[src/design/crtcv_defines.vh]
// crtcv_defines.vh: indices, port addresses and field positions for the
// vertical/cursor register slice of the display controller.
// assumes inclusion by bare name from design files only.
`ifndef CRTCV_DEFINES_VH
`define CRTCV_DEFINES_VH

// i/o port addresses, selected by miscellaneous output bit 0
`define CRTCV_MONO_ADDR_PORT 16'h03B4
`define CRTCV_MONO_DATA_PORT 16'h03B5
`define CRTCV_COLR_ADDR_PORT 16'h03D4
`define CRTCV_COLR_DATA_PORT 16'h03D5

// register indices
`define CRTCV_IDX_VTOTAL 5'h06
`define CRTCV_IDX_OVFL 5'h07
`define CRTCV_IDX_PRESET 5'h08
`define CRTCV_IDX_MAXSCAN 5'h09
`define CRTCV_IDX_CUR_START 5'h0A
`define CRTCV_IDX_CUR_END 5'h0B
`define CRTCV_IDX_SADDR_HI 5'h0C
`define CRTCV_IDX_SADDR_LO 5'h0D
`define CRTCV_IDX_CLOC_HI 5'h0E
`define CRTCV_IDX_CLOC_LO 5'h0F
`define CRTCV_IDX_VRS 5'h10

// reset value of every register in the slice
`define CRTCV_REG_RESET 8'h00

// overflow field positions
`define CRTCV_OV_VT8 0
`define CRTCV_OV_VDE8 1
`define CRTCV_OV_VRS8 2
`define CRTCV_OV_SVB8 3
`define CRTCV_OV_LC8 4
`define CRTCV_OV_VT9 5
`define CRTCV_OV_VDE9 6
`define CRTCV_OV_VRS9 7
// overflow bits locked by lock bit 0 or write protect
`define CRTCV_OV_MASK_A 8'hAD
// overflow bits locked by lock bit 1 low and write protect
`define CRTCV_OV_MASK_B 8'h42

// maximum scan line field positions
`define CRTCV_MS_SVB9 5
`define CRTCV_MS_LC9 6
`define CRTCV_MS_DOUBLE 7

// cursor start control bit
`define CRTCV_CS_OFF 5

// lock register bit positions
`define CRTCV_LK_TIMING 0
`define CRTCV_LK_VDE 1
`define CRTCV_LK_ADDR_LO 3
`define CRTCV_LK_ADDR_HI 4

`endif

[src/design/crtcv_rowscan.v]
// crtcv_rowscan.v: row scan counter with preset load and line doubling.
// assumes one-cycle retrace-end pulses from logic on the same clock.
`timescale 1ns/1ps

module crtcv_rowscan #(
   parameter W = 5
) (
   input wire clk, // system clock
   input wire rst_n, // synchronised reset, active low
   input wire ce, // character clock enable
   input wire hret_end, // pulse at end of horizontal retrace
   input wire vret_end, // pulse at end of vertical retrace
   input wire [W-1:0] preset, // preset row value
   input wire [W-1:0] max_row, // last row scan value
   input wire double_en, // line doubling enable
   output reg [W-1:0] row_r // row scan count
);

   reg half_r;

   always @(posedge clk or negedge rst_n) begin
      if (!rst_n) begin
         row_r <= {W{1'b0}};
         half_r <= 1'b0;
      end else if (ce) begin
         if (vret_end) begin
            row_r <= preset; // see RULE7
            half_r <= 1'b0;
         end else if (hret_end) begin
            half_r <= ~half_r;
            // every other line when doubling
            if (!double_en || half_r) begin // see RULE8
               if (row_r >= max_row)
                  row_r <= {W{1'b0}}; // see RULE7
               else
                  row_r <= row_r + {{(W-1){1'b0}}, 1'b1}; // see RULE7
            end
         end
      end
   end

endmodule // crtcv_rowscan

[src/design/crtcv_regs.v]
// crtcv_regs.v: vertical timing, scan and cursor register slice of the
// display controller, reached through the index/data i/o port pair.
// assumes lock register, write-protect, mode and counter inputs come from
// logic on the same clock; ce is the character clock enable.
//
// Summary of operation
// RULE1 - vertical total is a 10-bit line count minus 2; bits 8,9 from overflow
// RULE2 - legacy mode: vertical total is rows in bits 6..0, bit 7 reserved
// RULE3 - vertical total writes ignored when lock bit 0 or write protect set
// RULE4 - overflow register carries high bits of several vertical values
// RULE5 - overflow bits 6,1 and 7,5,3,2,0 have separate lock conditions
// RULE6 - byte panning field pans display left 0 to 3 bytes
// RULE7 - row counter preset after vertical retrace, steps per line, wraps at max
// RULE8 - line doubling clocks row counter at half the line rate
// RULE9 - rows per character are max scan field plus one; legacy bits reserved
// RULE10 - max scan bit 6 is line compare bit 9, bit 5 blank bit 9, lockable
// RULE11 - cursor starts at start row, bit 5 disables, none if start above end
// RULE12 - cursor active through end row, none if end below start
// RULE13 - cursor skew delays cursor right by 0 to 3 character clocks
// RULE14 - start address is 16 bits extended to 18 by lock bits 3,4
// RULE15 - legacy mode forces start address high bits 7,6 to zero
// RULE16 - cursor location 16 bits extended to 18; legacy uses high bits 5..0
// RULE17 - retrace start 10 bits with overflow bits; writes locked by lock bit 0
// RULE18 - retrace start reads light pen bits in legacy and ega modes
// RULE19 - index written to address port bits 4..0, register reached via data port
// RULE20 - port pair at 3b4/3b5 or 3d4/3d5 chosen by misc output bit 0
// RULE21 - all slice registers clear to zero on reset
`timescale 1ns/1ps
`include "crtcv_defines.vh"

module crtcv_regs #(
   parameter AW = 18,
   parameter RW = 5
) (
   input wire clk, // 50 mhz system clock
   input wire reset_n, // asynchronous reset, active low
   input wire ce, // character clock enable, freezes all state but the reset synchroniser when low
   input wire [15:0] io_addr, // host i/o address
   input wire io_wr, // host i/o write strobe
   input wire io_rd, // host i/o read strobe
   input wire [7:0] io_wdata, // host write data
   output reg [7:0] io_rdata_r, // read data, valid the cycle after io_rd
   input wire misc_color, // miscellaneous output bit 0
   input wire [7:0] lock_extension_reg, // external lock register
   input wire write_protect, // retrace end register bit 7
   input wire legacy_mode, // legacy character controller mode
   input wire ega_mode, // ega compatible mode
   input wire multi_shift, // multiple shift mode active
   input wire [15:0] light_pen, // light pen latch
   input wire hretrace, // horizontal retrace level
   input wire vretrace, // vertical retrace level
   input wire [AW-1:0] mem_addr, // memory address counter
   output reg [9:0] vtotal_r, // vertical total
   output reg [9:0] vde_end_hi_r, // display enable end high bits at 9:8
   output reg [9:0] vret_start_r, // vertical retrace start
   output reg [1:0] svb_hi_r, // start vertical blank bits 9:8
   output reg [1:0] line_cmp_hi_r, // line compare bits 9:8
   output reg [1:0] byte_pan_r, // effective byte pan
   output reg [5:0] rows_per_char_r, // scan lines per character row
   output reg [RW-1:0] row_scan_r, // row scan counter
   output reg [AW-1:0] start_addr_r, // refresh start address
   output reg [AW-1:0] cursor_addr_r, // cursor location
   output reg cursor_r // skewed cursor active
);

   reg rst_m_r;
   reg rst_s_r;
   reg [4:0] index_r;
   reg [7:0] vt_r;
   reg [7:0] ov_r;
   reg [7:0] prs_r;
   reg [7:0] ms_r;
   reg [7:0] cs_r;
   reg [7:0] cend_r;
   reg [7:0] sah_r;
   reg [7:0] sal_r;
   reg [7:0] clh_r;
   reg [7:0] cll_r;
   reg [7:0] vrs_r;
   reg hret_d_r;
   reg vret_d_r;
   reg [3:0] cur_pipe_r;
   reg [7:0] rd_nxt;
   reg [7:0] ov_keep;
   wire addr_hit;
   wire data_hit;
   wire wr_data;
   wire lock_t;
   wire lock_v;
   wire hret_end;
   wire vret_end;
   wire [RW-1:0] row_now;
   wire [4:0] max_eff;
   wire dbl_eff;
   wire cur_row_ok;
   wire cur_raw;
   wire [7:0] sah_eff;
   wire [7:0] clh_eff;

   // reset release through two flops
   always @(posedge clk or negedge reset_n) begin
      if (!reset_n) begin
         rst_m_r <= 1'b0;
         rst_s_r <= 1'b0;
      end else begin
         rst_m_r <= 1'b1;
         rst_s_r <= rst_m_r;
      end
   end

   assign addr_hit = io_addr == (misc_color ? `CRTCV_COLR_ADDR_PORT : `CRTCV_MONO_ADDR_PORT); // see RULE20
   assign data_hit = io_addr == (misc_color ? `CRTCV_COLR_DATA_PORT : `CRTCV_MONO_DATA_PORT); // see RULE20
   assign wr_data = io_wr && data_hit;
   assign lock_t = lock_extension_reg[`CRTCV_LK_TIMING];
   // display-enable-end lock: lock bit 1 low and protect set
   assign lock_v = !lock_extension_reg[`CRTCV_LK_VDE] && write_protect;

   // overflow bits kept on write; bit 4 never protected
   always @* begin
      ov_keep = 8'h00;
      if (lock_t || write_protect)
         ov_keep = ov_keep | `CRTCV_OV_MASK_A; // see RULE5
      if (lock_v)
         ov_keep = ov_keep | `CRTCV_OV_MASK_B; // see RULE5
   end

   // register file
   always @(posedge clk or negedge rst_s_r) begin
      if (!rst_s_r) begin
         index_r <= 5'h00;
         vt_r <= `CRTCV_REG_RESET; // see RULE21
         ov_r <= `CRTCV_REG_RESET;
         prs_r <= `CRTCV_REG_RESET;
         ms_r <= `CRTCV_REG_RESET;
         cs_r <= `CRTCV_REG_RESET;
         cend_r <= `CRTCV_REG_RESET;
         sah_r <= `CRTCV_REG_RESET;
         sal_r <= `CRTCV_REG_RESET;
         clh_r <= `CRTCV_REG_RESET;
         cll_r <= `CRTCV_REG_RESET;
         vrs_r <= `CRTCV_REG_RESET;
      end else if (ce) begin
         if (io_wr && addr_hit)
            index_r <= io_wdata[4:0]; // see RULE19
         if (wr_data) begin
            case (index_r) // see RULE19
               `CRTCV_IDX_VTOTAL: begin
                  if (!(lock_t || write_protect))
                     vt_r <= io_wdata; // see RULE3
               end
               `CRTCV_IDX_OVFL: ov_r <= (ov_r & ov_keep) | (io_wdata & ~ov_keep); // see RULE5
               `CRTCV_IDX_PRESET: prs_r <= io_wdata;
               `CRTCV_IDX_MAXSCAN: begin
                  // blank bit 9 holds its value while timing is locked
                  ms_r <= lock_t ? {io_wdata[7:6], ms_r[5], io_wdata[4:0]} : io_wdata; // see RULE10
               end
               `CRTCV_IDX_CUR_START: cs_r <= io_wdata;
               `CRTCV_IDX_CUR_END: cend_r <= io_wdata;
               `CRTCV_IDX_SADDR_HI: sah_r <= io_wdata;
               `CRTCV_IDX_SADDR_LO: sal_r <= io_wdata;
               `CRTCV_IDX_CLOC_HI: clh_r <= io_wdata;
               `CRTCV_IDX_CLOC_LO: cll_r <= io_wdata;
               `CRTCV_IDX_VRS: begin
                  if (!lock_t)
                     vrs_r <= io_wdata; // see RULE17
               end
               default: begin
               end
            endcase
         end
      end
   end

   // read mux; unmapped indices and reserved address bits read zero
   always @* begin
      rd_nxt = 8'h00;
      if (addr_hit)
         rd_nxt = {3'b000, index_r};
      else if (data_hit) begin
         case (index_r)
            `CRTCV_IDX_VTOTAL: rd_nxt = vt_r;
            `CRTCV_IDX_OVFL: rd_nxt = ov_r;
            `CRTCV_IDX_PRESET: rd_nxt = prs_r;
            `CRTCV_IDX_MAXSCAN: rd_nxt = ms_r;
            `CRTCV_IDX_CUR_START: rd_nxt = cs_r;
            `CRTCV_IDX_CUR_END: rd_nxt = cend_r;
            `CRTCV_IDX_SADDR_HI: rd_nxt = sah_r;
            `CRTCV_IDX_SADDR_LO: rd_nxt = sal_r;
            `CRTCV_IDX_CLOC_HI: rd_nxt = clh_r;
            `CRTCV_IDX_CLOC_LO: rd_nxt = cll_r;
            `CRTCV_IDX_VRS: begin
               if (legacy_mode)
                  rd_nxt = {2'b00, light_pen[15:10]}; // see RULE18
               else if (ega_mode)
                  rd_nxt = light_pen[15:8]; // see RULE18
               else
                  rd_nxt = vrs_r;
            end
            default: rd_nxt = 8'h00;
         endcase
      end
   end

   always @(posedge clk or negedge rst_s_r) begin
      if (!rst_s_r)
         io_rdata_r <= 8'h00;
      else if (ce && io_rd)
         io_rdata_r <= rd_nxt;
   end

   // retrace end pulses from the same-clock timing logic
   always @(posedge clk or negedge rst_s_r) begin
      if (!rst_s_r) begin
         hret_d_r <= 1'b0;
         vret_d_r <= 1'b0;
      end else if (ce) begin
         hret_d_r <= hretrace;
         vret_d_r <= vretrace;
      end
   end
   assign hret_end = hret_d_r && !hretrace;
   assign vret_end = vret_d_r && !vretrace;

   // legacy mode treats bit 7 of max scan as reserved; bits 6,5 still feed the high bits
   assign max_eff = ms_r[4:0]; // see RULE9
   assign dbl_eff = ms_r[`CRTCV_MS_DOUBLE] && !legacy_mode; // see RULE9

   crtcv_rowscan #(
      .W(RW)
   ) crtcv_rowscan_inst (
      .clk(clk),
      .rst_n(rst_s_r),
      .ce(ce),
      .hret_end(hret_end),
      .vret_end(vret_end),
      .preset(prs_r[RW-1:0]),
      .max_row(max_eff[RW-1:0]),
      .double_en(dbl_eff),
      .row_r(row_now)
   );

   assign sah_eff = legacy_mode ? {2'b00, sah_r[5:0]} : sah_r; // see RULE15
   assign clh_eff = legacy_mode ? {2'b00, clh_r[5:0]} : clh_r; // see RULE16

   // no cursor when start lies above end; bit 5 turns it off
   assign cur_row_ok = !cs_r[`CRTCV_CS_OFF] && (cs_r[4:0] <= cend_r[4:0]) && // see RULE11
      (row_now >= cs_r[4:0]) && (row_now <= cend_r[4:0]); // see RULE12
   assign cur_raw = cur_row_ok && (mem_addr == cursor_addr_r);

   // derived outputs, all registered
   always @(posedge clk or negedge rst_s_r) begin
      if (!rst_s_r) begin
         vtotal_r <= 10'h000;
         vde_end_hi_r <= 10'h000;
         vret_start_r <= 10'h000;
         svb_hi_r <= 2'b00;
         line_cmp_hi_r <= 2'b00;
         byte_pan_r <= 2'b00;
         rows_per_char_r <= 6'h00;
         row_scan_r <= {RW{1'b0}};
         start_addr_r <= {AW{1'b0}};
         cursor_addr_r <= {AW{1'b0}};
         cur_pipe_r <= 4'h0;
         cursor_r <= 1'b0;
      end else if (ce) begin
         if (legacy_mode)
            vtotal_r <= {3'b000, vt_r[6:0]}; // see RULE2
         else
            vtotal_r <= {ov_r[`CRTCV_OV_VT9], ov_r[`CRTCV_OV_VT8], vt_r}; // see RULE1
         vde_end_hi_r <= {ov_r[`CRTCV_OV_VDE9], ov_r[`CRTCV_OV_VDE8], 8'h00}; // see RULE4
         vret_start_r <= {ov_r[`CRTCV_OV_VRS9], ov_r[`CRTCV_OV_VRS8], vrs_r}; // see RULE17
         svb_hi_r <= {ms_r[`CRTCV_MS_SVB9], ov_r[`CRTCV_OV_SVB8]}; // see RULE10
         line_cmp_hi_r <= {ms_r[`CRTCV_MS_LC9], ov_r[`CRTCV_OV_LC8]}; // see RULE10
         byte_pan_r <= multi_shift ? prs_r[6:5] : 2'b00; // see RULE6
         rows_per_char_r <= {1'b0, max_eff} + 6'h01; // see RULE9
         row_scan_r <= row_now;
         start_addr_r <= {lock_extension_reg[`CRTCV_LK_ADDR_HI], lock_extension_reg[`CRTCV_LK_ADDR_LO],
            sah_eff, sal_r}; // see RULE14
         cursor_addr_r <= {lock_extension_reg[`CRTCV_LK_ADDR_HI], lock_extension_reg[`CRTCV_LK_ADDR_LO],
            clh_eff, cll_r}; // see RULE16
         cur_pipe_r <= {cur_pipe_r[2:0], cur_raw};
         cursor_r <= cur_pipe_r[cend_r[6:5]]; // see RULE13
      end
   end

endmodule // crtcv_regs

[config.mk]
export PLATFORM = sky130hd
export DESIGN_NAME = crtcv_regs
export DESIGN_NICKNAME = d
export VERILOG_FILES = /design/src/design/crtcv_rowscan.v /design/src/design/crtcv_regs.v
export VERILOG_INCLUDE_DIRS = /design/src /design/src/design
export SDC_FILE = /design/constraint.sdc
export NUM_CORES = 1
export LEC_CHECK = 0
export ABC_AREA = 1
export BUFFER_PORTS_ARGS = -buffer_cell sky130_fd_sc_hd__buf_2
export CAP_MARGIN = 20
export CORE_MARGIN = 1
export CORE_UTILIZATION = 30
export DETAILED_ROUTE_END_ITERATION = 10
export SLEW_MARGIN = 40
export SYNTH_ARGS = -nofsm -noshare
export SYNTH_HDL_FRONTEND = slang
export SYNTH_SLANG_ARGS = --single-unit
[constraint.sdc]
create_clock -name clk -period 5.8 [get_ports clk]
set_input_delay 1.74 -clock clk [delete_from_list [all_inputs] [get_ports clk]]
set_output_delay 1.74 -clock clk [all_outputs]
set_load 0.005 [all_outputs]
==> impl_results.md <==
- Status: completed
- Crit Reg-Reg Endpoint: io_rdata_r[5]
- Dpl cells: 1695
- Max-Slew Margin vs Limit: 47.2%
- Grt met2 use: 30.1%
- Flops & latches, synth: 189
- Fin area: 11000 sq um
- Area contributors post-synth: dfrtp_1 51%, nand2_1 19%, o21ai_0 5.4%
- Critical Path Sink Type: flip-flop
- CTS tree: built
- Critical path arrival: 3610 ps
- Synth Area in Compound Gates: 10.2%
- Met3 GRT Util: 3.94%
- Clk Latency, worst-skew pair: 460 ps
- Mux contribution to synthesized area: 0%
- Peak supply drop: 0.149 mV
- Routed len/inst: 16.3 um
- Post-CTS Setup Bufs: 0
- Core ar.: 30700 sq um
- # IOs: 170
- H-tree levels: 4
- CTS buffer count: 17
- Max Fclk: 0.302 GHz
- Die Wd: 179 um
- # rows: 64
- Fin crit share: 57.1%
- Synth Area in Adders: 2.94%
- Routed Antenna Nets: 0
- GRT Max-Usage Layer: met2
- Largest net degree at the start of global routing: 73
- Mean Syn Cell Area: 7.87 sq um
- Dpl hpwl: 21000 um
- Clk_skew: 16.9 ps
- Cell area power density: 258 nW/um^2
- Die outline height: 179 um
- DRT iter0 DRCs: 647
- Diode count: 0
- Layout cells sized above 1: 16.3%
- Syn. warnings: 0
- Area growth, synth to finish: 17.3%
- DR vias/cell: 4.71
- Final WS setup: 2490 ps
- IO buf count: 149
- Final core utilization: 35.8%
- Final Max Slew Viols: 0
- Synth top area share: 50.5%
- Number of global-route vias before repair: 7820
- Layout Cells excl Fill: 1728
- Post-Syn Area: 9360 sq um
- Routed via count: 8134
- First-pass GRT wire length: 43600 um
- Total placed instance area: 10400 sq um
- Worst min path class: flip-flop to async pin
- Final setup TNS: 0 ps
- FF-to-FF path depth: 9
- Cell taking the most area after synthesis: dfrtp_1
- RSZ-0062 raised after global routing: no
- Critical R2R Launch: index_r[2]
- Crit Path Max Fanout: 16
- DRC: 0
- Gr ovfl total: 0
- Met1 Usage GRT: 23.3%
- Critical path class: input pin to flip-flop
- Die area: 31900 sq um
- Final min period: 3310 ps
- XOR/XNOR share of the synthesized area: 1.12%
- DRT Pass-1 Iters: 5
- R2R setup slack: 3840 ps
- Final hold violation count: 0
- Place WS: 2060 ps
- Initial antenna violation count: 2
- Clock root cell: clkbuf_16
- Leak: 5.62 nW
- # clock sinks: 189
- Initial Utilization: 30.5%
- GP Congestion: 0.941
- WL final: 28200 um
- CTS clk-pin slew, worst paths: 80 ps
- Unique masters post-synth: 36
- Cells after Synth: 1189
- Nets: 1419
- Register area share after synthesis: 50.5%
- Max Cap Viol: 0
- Setup violations, final: 0
- Post-CTS resize count: 0
- Worst-Margin Slew: 791 ps
- # hold bufs at CTS: 0
- Hold WS: 235 ps
- Total GRT Usage: 18.4%
- Max clock buf depth: 2
- Post-Synth Simple-Gate Area: 27.9%
- Type of origin of the critical path: input pin
- Total chip power: 2.83 mW
- Largest family of logic cells by synthesized area: simple AND/OR/NAND/NOR gates
- Critical Path RT: 6100 ps
-- kinds of logic after synthesis --
family | after synthesis
compound gates | 187
xor+xnor | 12
fa+ha+maj | 22
buf+inv | 153
flops | 189
other cells | 2
simple gates | 624
-- cell usage after synthesis (all sizes together) --
cell and instances:
xnor2 9, clkbuf 21, nand4 20, o211ai 1, buf 30, nand3 41, a21oi 26, nand2 475
xor2 3, ha 22, o21bai 1, o22ai 1, dfrtp 189, o2111ai 1, or2 4, a31oi 2
nor3 1, inv 102, or3 1, nor2 81, and3 1, conb 2, o21ai 153, o21a 2
-- routing by layer --
metal / vias up / share of wire [%] / wire, um
met5: - / 0.046 / 13
met4: 2 / 2.9 / 813
met3: 47 / 6.0 / 1710
met2: 244 / 48 / 13500
met1: 3818 / 43 / 12300
li1: 4023 / - / -
-- worst max path at each step --
stage                 from        end  slack, ps  depth (start not counted)
2_1_floorplan      rst_s_r  async pin        140                          0
3_3_place_gp            ce    vt_r[0]       1870                          7
3_5_place_dp   io_addr[13]    vt_r[7]       2060                          9
4_1_cts        io_addr[13]    vt_r[6]       2570                          8
5_1_grt        io_addr[15]    vt_r[5]       2280                          8
6_report       io_addr[13]    vt_r[4]       2490                          9
-- where the power goes --
group          internal, mW  switching (mW)
logic                 0.103           0.184
clock network         0.573           0.586
registers              1.34          0.0447
total                  2.02           0.816
-- registers in the layout (all words and copies together) (netlist names), 10 cells and up, named ones only --
name	cells
cursor_addr_r	16
start_addr_r	18
vret_start_r	10
vtotal_r	10
-- cell usage in the layout (no fill, tap or decap), types with 6 or more instances in the layout --
cell type / count
buf_2: 149
inv_1: 99
nor2_1: 71
ha_1: 22
dfrtp_1: 188
nand3_1: 31
clkbuf_16: 17
a21oi_1: 26
o21ai_0: 101
conb_1: 9
xnor2_1: 9
nand2_1: 475
nor2_2: 8
o21ai_1: 52
nand4_1: 18
nand3_4: 6
-- final cells by class --
cell class | instances | area [sq um]
fillers | 3200 | 19700
flip-flops and latches | 189 | 4730
multi-input cells | 854 | 3980
repair buffers | 155 | 811
well taps | 396 | 495
clock buffers | 17 | 425
inverters | 102 | 383
clock inverters | 15 | 150
-- worst max-delay path, stage by stage --
cell	delay [ps]
buf_2	90
nor2_1	100
nand2_1	70
nor2_2	150
nand2_1	110
nor2_4	610
nand4_2	470
nand2_1	160
o21ai_0	90
Power figures use the tool's default switching activity.
